### src/rtl/sccs_pkg.sv
package sccs_pkg;

    localparam int unsigned CLOCK_HZ       = 10000000;
    localparam int unsigned NUM_PINS       = 4;

    localparam logic [1:0]  SEL_WAKEUP     = 2'h0;
    localparam logic [1:0]  SEL_SPARE      = 2'h1;
    localparam logic [1:0]  SEL_PLL        = 2'h2;
    localparam logic [1:0]  SEL_DIRECT     = 2'h3;

    localparam logic [3:0]  OFS_SYS_CFG    = 4'h0;
    localparam logic [3:0]  OFS_PLL_CFG    = 4'h4;
    localparam logic [3:0]  OFS_STATUS     = 4'h8;

    localparam int unsigned PRESC_W        = 10;
    localparam int unsigned PLL_INPUT_DIVIDER_FIELD_W         = 4;
    localparam int unsigned PLL_MULTIPLIER_FIELD_W         = 7;
    localparam int unsigned PLL_OUTPUT_DIVIDER_FIELD_W        = 7;
    localparam int unsigned DEN_W          = PLL_INPUT_DIVIDER_FIELD_W + PLL_OUTPUT_DIVIDER_FIELD_W + 2;

    localparam int unsigned POS_PRESC      = 0;
    localparam int unsigned POS_BYPASS     = 10;
    localparam int unsigned POS_OSC_INT    = 11;
    localparam int unsigned POS_PLL_INPUT_DIVIDER_FIELD       = 12;
    localparam int unsigned POS_PLL_MULTIPLIER_FIELD       = 16;
    localparam int unsigned POS_PLL_OUTPUT_DIVIDER_FIELD      = 23;

    localparam logic [1:0]  RST_SEL        = SEL_WAKEUP;
    localparam logic [PRESC_W-1:0] RST_PRESC = 10'h000;

    typedef struct packed {
        logic [PLL_OUTPUT_DIVIDER_FIELD_W-1:0] pll_output_divider_field;
        logic [PLL_MULTIPLIER_FIELD_W-1:0]  pll_multiplier_field;
        logic [PLL_INPUT_DIVIDER_FIELD_W-1:0]  pll_input_divider_field;
        logic               osc_internal;
        logic               oscillator_bypass_bit;
        logic [PRESC_W-1:0] prescaler_divider_field;
    } sccs_pll_cfg_s;

    localparam sccs_pll_cfg_s RST_PLL_CFG = '{7'h00, 7'h00, 4'h0, 1'b0, 1'b1, RST_PRESC};

    typedef struct packed {
        logic       cyc;
        logic       stb;
        logic       we;
        logic [3:0] sel;
        logic [3:0] adr;
        logic [31:0] dat;
    } sccs_wb_req_s;

    typedef struct packed {
        logic        ack;
        logic [31:0] dat;
    } sccs_wb_rsp_s;

endpackage

### src/rtl/sccs_pin_sync.sv
`timescale 1ns/1ps
module sccs_pin_sync (
    input  wire logic                          clock,
    input  wire logic                          rst_b,
    input  wire logic [sccs_pkg::NUM_PINS-1:0] pin,
    output logic      [sccs_pkg::NUM_PINS-1:0] level
);
    import sccs_pkg::*;

    logic [NUM_PINS-1:0] s1_q;
    logic [NUM_PINS-1:0] s2_q;
    logic [NUM_PINS-1:0] s3_q;
    logic [NUM_PINS-1:0] level_q;
    logic [NUM_PINS-1:0] level_d;

    genvar i;
    generate
        for (i = 0; i < NUM_PINS; i++) begin : g_pin
            // level moves only once stages two and three agree
            always_comb begin
                level_d[i] = (s2_q[i] == s3_q[i]) ? s3_q[i] : level_q[i];
            end
        end
    endgenerate

    always_ff @(posedge clock or negedge rst_b) begin
        if (!rst_b) begin
            s1_q    <= '0;
            s2_q    <= '0;
            s3_q    <= '0;
            level_q <= '0;
        end else begin
            s1_q    <= pin;
            s2_q    <= s1_q;
            s3_q    <= s2_q;
            level_q <= level_d;
        end
    end

    assign level = level_q;

endmodule

### src/rtl/sccs_clock_select.sv
`timescale 1ns/1ps
// Functional notes
// - select 11: system clock from direct pin
// - direct mode follows input duty cycle
// - select 10, bypass 1: oscillator divided by factor
// - prescaler source: crystal or internal oscillator
// - factor one passes oscillator phases unchanged
// - largest factor 1024 gives slowest clock
// - crystal bypass factor one equals direct drive
// - select 00: system clock from wakeup source
// - select 10, bypass 0: input times N/(P*K2)
module sccs_clock_select (
    input  wire logic        clock,
    input  wire logic        rst_b,
    input  wire logic        wb_cyc_i,
    input  wire logic        wb_stb_i,
    input  wire logic        wb_we_i,
    input  wire logic [3:0]  wb_adr_i,
    input  wire logic [3:0]  wb_sel_i,
    input  wire logic [31:0] wb_dat_i,
    output logic      [31:0] wb_dat_o,
    output logic             wb_ack_o,
    input  wire logic        direct_clock_input_pin,
    input  wire logic        crystal_input_pin,
    input  wire logic        internal_osc_pin,
    input  wire logic        wakeup_osc_pin,
    output logic             sys_clock_out
);
    import sccs_pkg::*;

    logic [NUM_PINS-1:0]  lvl;
    logic                 s_direct;
    logic                 s_xtal;
    logic                 s_int;
    logic                 s_wake;

    sccs_pin_sync u_sync (
        .clock (clock),
        .rst_b (rst_b),
        .pin   ({wakeup_osc_pin, internal_osc_pin, crystal_input_pin, direct_clock_input_pin}),
        .level (lvl)
    );

    assign s_direct = lvl[0];
    assign s_xtal   = lvl[1];
    assign s_int    = lvl[2];
    assign s_wake   = lvl[3];

    // register file
    logic [1:0]     sel_q;
    logic [1:0]     sel_d;
    sccs_pll_cfg_s  pcfg_q;
    sccs_pll_cfg_s  pcfg_d;
    logic           ack_q;
    logic           ack_d;
    logic [31:0]    rdat_q;
    logic [31:0]    rdat_d;
    logic           sys_q;
    logic           req;
    logic [31:0]    wmask;
    logic [31:0]    wmerge;

    assign req = wb_cyc_i & wb_stb_i & ~ack_q;

    always_comb begin
        sel_d  = sel_q;
        pcfg_d = pcfg_q;
        ack_d  = req;
        rdat_d = rdat_q;
        wmask  = {{8{wb_sel_i[3]}}, {8{wb_sel_i[2]}}, {8{wb_sel_i[1]}}, {8{wb_sel_i[0]}}};
        wmerge = (32'(pcfg_q) & ~wmask) | (wb_dat_i & wmask);
        if (req && wb_we_i) begin
            if (wb_adr_i == OFS_SYS_CFG && wb_sel_i[0]) begin
                sel_d = wb_dat_i[1:0];
            end else if (wb_adr_i == OFS_PLL_CFG) begin
                // bits above the struct are dropped on purpose
                pcfg_d = sccs_pll_cfg_s'(wmerge[$bits(sccs_pll_cfg_s)-1:0]);
            end
        end
        if (req && !wb_we_i) begin
            unique case (wb_adr_i)
                OFS_SYS_CFG: rdat_d = {30'h0, sel_q};
                OFS_PLL_CFG: rdat_d = 32'(pcfg_q);
                OFS_STATUS:  rdat_d = {27'h0, sys_q, s_wake, s_int, s_xtal, s_direct};
                default:     rdat_d = 32'h0;
            endcase
        end
    end

    always_ff @(posedge clock or negedge rst_b) begin
        if (!rst_b) begin
            sel_q  <= RST_SEL;
            pcfg_q <= RST_PLL_CFG;
            ack_q  <= 1'b0;
            rdat_q <= 32'h0;
        end else begin
            sel_q  <= sel_d;
            pcfg_q <= pcfg_d;
            ack_q  <= ack_d;
            rdat_q <= rdat_d;
        end
    end

    assign wb_ack_o = ack_q;
    assign wb_dat_o = rdat_q;

    // clock generation
    logic               osc;
    logic               osc_prev_q;
    logic               osc_rise;
    logic [PRESC_W-1:0] cnt_q;
    logic [PRESC_W-1:0] cnt_d;
    logic [PRESC_W:0]   half;
    logic [DEN_W-1:0]   den;
    logic [DEN_W:0]     acc_q;
    logic [DEN_W:0]     acc_d;
    logic [DEN_W:0]     acc_add;
    logic               sys_d;
    logic               presc_mode;
    logic               pll_mode;

    assign osc        = pcfg_q.osc_internal ? s_int : s_xtal;
    assign osc_rise   = osc & ~osc_prev_q;
    assign presc_mode = (sel_q == SEL_PLL) && pcfg_q.oscillator_bypass_bit;
    assign pll_mode   = (sel_q == SEL_PLL) && !pcfg_q.oscillator_bypass_bit;
    assign half       = ({1'b0, pcfg_q.prescaler_divider_field} + 11'h001) >> 1;
    assign den        = DEN_W'(({9'h0, pcfg_q.pll_input_divider_field} + 13'h0001)
                        * ({6'h0, pcfg_q.pll_output_divider_field} + 13'h0001));

    always_comb begin
        cnt_d   = cnt_q;
        acc_d   = acc_q;
        acc_add = '0;
        sys_d   = sys_q;
        unique case (sel_q)
            SEL_DIRECT: sys_d = s_direct;
            SEL_PLL: begin
                if (presc_mode) begin
                    if (osc_rise) begin
                        cnt_d = (cnt_q >= pcfg_q.prescaler_divider_field) ? '0 : cnt_q + 10'h001;
                    end
                    if (pcfg_q.prescaler_divider_field == '0) begin
                        sys_d = osc;
                    end else begin
                        sys_d = {1'b0, cnt_d} < half;
                    end
                end else begin
                    // two toggles per output period, at most one toggle a cycle
                    if (osc_rise) begin
                        acc_add = (DEN_W+1)'({pcfg_q.pll_multiplier_field, 1'b0})
                                  + (DEN_W+1)'(2);
                    end
                    if (acc_q >= {1'b0, den}) begin
                        sys_d = ~sys_q;
                        acc_d = acc_q - {1'b0, den} + acc_add;
                    end else begin
                        acc_d = acc_q + acc_add;
                    end
                end
            end
            default: sys_d = s_wake;
        endcase
    end

    always_ff @(posedge clock or negedge rst_b) begin
        if (!rst_b) begin
            osc_prev_q <= 1'b0;
            cnt_q      <= '0;
            acc_q      <= '0;
            sys_q      <= 1'b0;
        end else begin
            osc_prev_q <= osc;
            cnt_q      <= cnt_d;
            acc_q      <= acc_d;
            sys_q      <= sys_d;
        end
    end

    assign sys_clock_out = sys_q;

    a_direct_follow: assert property (@(posedge clock) disable iff (!rst_b)
        (sel_q == SEL_DIRECT) |=> (sys_q == $past(s_direct)))
        else $error("direct mode clock does not follow pin");

    a_direct_duty: assert property (@(posedge clock) disable iff (!rst_b)
        (sel_q == SEL_DIRECT) ##1 ((sel_q == SEL_DIRECT) && $rose(s_direct))
        |=> $rose(sys_q))
        else $error("direct mode edge not passed");

    a_wake_follow: assert property (@(posedge clock) disable iff (!rst_b)
        (sel_q == SEL_WAKEUP) |=> (sys_q == $past(s_wake)))
        else $error("wakeup mode clock does not follow source");

    a_div_one: assert property (@(posedge clock) disable iff (!rst_b)
        presc_mode && (pcfg_q.prescaler_divider_field == '0) |=> (sys_q == $past(osc)))
        else $error("factor one does not pass oscillator");

    a_xtal_bypass: assert property (@(posedge clock) disable iff (!rst_b)
        presc_mode && !pcfg_q.osc_internal && (pcfg_q.prescaler_divider_field == '0)
        |=> (sys_q == $past(s_xtal)))
        else $error("crystal bypass does not pass input");

    a_osc_source: assert property (@(posedge clock) disable iff (!rst_b)
        presc_mode && pcfg_q.osc_internal && (pcfg_q.prescaler_divider_field == '0)
        |=> (sys_q == $past(s_int)))
        else $error("internal source not selected");

    a_cnt_wrap: assert property (@(posedge clock) disable iff (!rst_b)
        presc_mode && osc_rise && (cnt_q >= pcfg_q.prescaler_divider_field) |=> (cnt_q == '0))
        else $error("prescaler count does not wrap at factor");

    a_cnt_range: assert property (@(posedge clock) disable iff (!rst_b)
        presc_mode && $stable(pcfg_q) && osc_rise && (cnt_q < pcfg_q.prescaler_divider_field)
        |=> (cnt_q == $past(cnt_q) + 10'h001))
        else $error("prescaler count not advancing");

    a_pll_toggle: assert property (@(posedge clock) disable iff (!rst_b)
        pll_mode && (acc_q >= {1'b0, den}) |=> (sys_q != $past(sys_q)))
        else $error("pll output did not toggle");

    a_ack_pulse: assert property (@(posedge clock) disable iff (!rst_b)
        wb_ack_o |=> !wb_ack_o)
        else $error("ack held longer than one cycle");

endmodule

### config.mk
export PLATFORM = sky130hd
export DESIGN_NAME = sccs_clock_select
export DESIGN_NICKNAME = d
export VERILOG_FILES = /design/src/rtl/sccs_pkg.sv /design/src/rtl/sccs_pin_sync.sv /design/src/rtl/sccs_clock_select.sv
export SDC_FILE = /design/constraint.sdc
export NUM_CORES = 1
export LEC_CHECK = 0
export ABC_AREA = 1
export BUFFER_PORTS_ARGS = -buffer_cell sky130_fd_sc_hd__buf_2
export CAP_MARGIN = 30
export CORE_UTILIZATION = 50
export DETAILED_ROUTE_END_ITERATION = 16
export GPL_TIMING_DRIVEN = 0
export HOLD_SLACK_MARGIN = 0.15
export PLACE_DENSITY = 0.7
export SYNTH_ARGS = -nofsm -noshare
export SYNTH_HDL_FRONTEND = slang
export SYNTH_SLANG_ARGS = --single-unit
export TNS_END_PERCENT = 30
### constraint.sdc
create_clock -name clock -period 14.5 [get_ports clock]
set_input_delay 2.9 -clock clock [delete_from_list [all_inputs] [get_ports clock]]
set_output_delay 2.9 -clock clock [all_outputs]
set_load 0.03 [all_outputs]
==> metrics.txt <==
status=finished clean; number of placement rows=45; count of final max-slew check failures=0; flops & latches, synth=~110; Synth area leader=dfrtp_1; first-pass GRT wire length=29,740 um; register area=about 2600 um^2; multi-input logic area=around 4500 um^2; cts hold-fix bufs=0; IR drop worst, VDD=between 0.15 and 0.2 mV; # DRC=0; initial antenna violation count=0; critical-path maximum fanout=10; total power=roughly 1.6 mW; Routability Congestion=around 0.84; Overflow after GRT=0; CTS tree=yes; total power divided by cell area=roughly 190 nW/um^2; DR vias=approximately 6,400; initial core utilization=around 50%; worst endpoint required time=approximately 15 ns; Worst R2R Setup Slack=approximately 8.2 ns; Setup Fix Bufs, Post-CTS=0; Inserted Diodes=0; Synth top area share=33.37%; Worst EP arrival=~6.6 ns; clock sink count=between 100 and 150; largest net degree at the start of global routing=70; post-detail-place hpwl=~14,000 um; Slew @ Worst Pin=0.5505 ns; die height=roughly 130 um; crit path kind=flip-flop to flip-flop; Worst Skew=around 0.013 ns; fillcell total=1,438; share of cells above drive strength 1=a little over an eighth; total leakage power=approximately 4.7 nW; fin nets=1,211; die area=16,100 um^2; Initial DRT Pass Iterations=4; worst hold path type=flip-flop to flip-flop; DIE WIDTH=roughly 130 um; core area=~15,000 um^2; sequential cell area fraction in the yosys report=33.70%; CP Launch Type=flip-flop; latest clock arrival within the worst-skew pair=~0.36 ns; Netlist cell types=51; fmax=~160 MHz; Commonest cells post-synth=206 x nand2_1, 151 x inv_1, 104 x dfrtp_1; crit-path max cell delay=~0.56 ns; WL/cell=approximately 14 um; clock slew at reported path FFs=0.08 ns; Crit-path slowest cell=fa_1; final core utilization=a little under three fifths; Vias/cell=approximately 5.2; post-cts sizing count=0; Tcrit/Tclk final=a little over two fifths; post-placement worst setup slack=~8.2 ns; setup tns final=0 ns; Clock Tree Root=clkbuf_16; Synth Flop Type=dfrtp_1; syn avg cell area=approximately 8.1 um^2; vias in the first global route=6,186; PortBufs=between 70 and 80; most frequent cell after synthesis=nand2_1; setup ws final=approximately 8.2 ns; EDFF count, synth=0; aggregate routed wire length=about 18,000 um; CP bufs+invs=5; Final Setup Violations=0; Overall Global Routing Usage=23.58%; CTS max path bufs=2; synthesized instance count=about 960; Slew headroom=between 60% and 70%; Detailed Route Iter0 Violations=roughly 340; H-tree Lvls=3; Yosys Warn Count=0; Routed Antenna Nets=0; CTS Buf Count=9; Final Hold Fails=0; Setup crit end kind=flip-flop; Max Cap Viol=0; fin crit period=~6.3 ns; P&R area growth vs syn=12.13%; Synth area leaders=dfrtp_1 33%, ha_1 13%, nand2_1 9.9%, fa_1 7.4%, inv_1 7.3%; hold_ws=~0.35 ns; RSZ-0062 raised after global routing=false; # IOs=between 80 and 90; delay-heaviest family, CP=adder cells; Mapped Area=approximately 8000 um^2; ys async rst share=100.0%; most frequent CP cell=nand2_1
metal layers:
| metal | global-route usage [%] | part of all wire (%) |
|---|---|---|
| met1 | 30.95 | 47 |
| met2 | 39.98 | 49 |
| met3 | 3.501 | 2.7 |
| met4 | 7.773 | 2.0 |
| met5 | 0 | 0 |
stage by stage:
stage | cells | area, um^2
floorplan | 962 | 7804
global placement | 1228 | 8429
detailed placement | 1229 | 8459
CTS | 1245 | 8746
global route | 1245 | 8746
finish | 1245 | 8746
area by class of cell:
cell class	count	area share [%]
Multi-Input combinational cell	686	51.37
Sequential cell	105	30.06
Inverter	155	6.652
Timing Repair Buffer	79	4.807
Clock buffer	10	2.732
Tap cell	188	2.690
Buffer	16	1.144
Clock inverter	6	0.5436
cells in the final DEF, fill, tap and decap left out, types with 6 or more instances in the layout:
| cell type | instances |
|---|---|
| clkbuf_16 | 9 |
| nor2_1 | 66 |
| nand4_1 | 6 |
| clkbuf_1 | 6 |
| xor2_1 | 28 |
| o21ai_0 | 93 |
| fa_1 | 29 |
| buf_2 | 79 |
| nand2_1 | 206 |
| xnor2_1 | 8 |
| ha_1 | 81 |
| nand3_1 | 32 |
| nor3_1 | 15 |
| inv_1 | 151 |
| dfrtp_1 | 104 |
| buf_4 | 7 |
| a21oi_1 | 50 |
final timing paths:
path | startpoint | cells after the start | end
max reg2reg | flip-flop | 29 | acc_q[4]
min in group asynchronous | rst_b | 1 | u_sync.s1_q[2]
min | u_sync.s1_q[0] | 0 | u_sync.s2_q[0]
min reg2reg | u_sync.s1_q[0] | 0 | u_sync.s2_q[0]
max in group asynchronous | rst_b | 2 | async pin
max | flip-flop | 29 | acc_q[4]
report_power, final:
part           internal (mW)  switching [mW]  total, mW
logic                  0.414           0.638       1.05
registers              0.323          0.0310      0.354
clock network          0.124           0.118      0.242
logic make-up (layout without fill, tap and decap cells):
kind of cell | Yosys count | after routing | share of synthesized area, %
simple gates | 354 | 354 | 19.62
flops | 105 | 105 | 33.70
buf+inv | 171 | 266 | 8.742
xor+xnor | 36 | 36 | 4.042
fa+ha+maj | 114 | 114 | 20.95
other cells | 1 | 2 | 0.04808
compound gates | 180 | 180 | 12.90
Note: power is estimated with default switching activity, not from simulation.
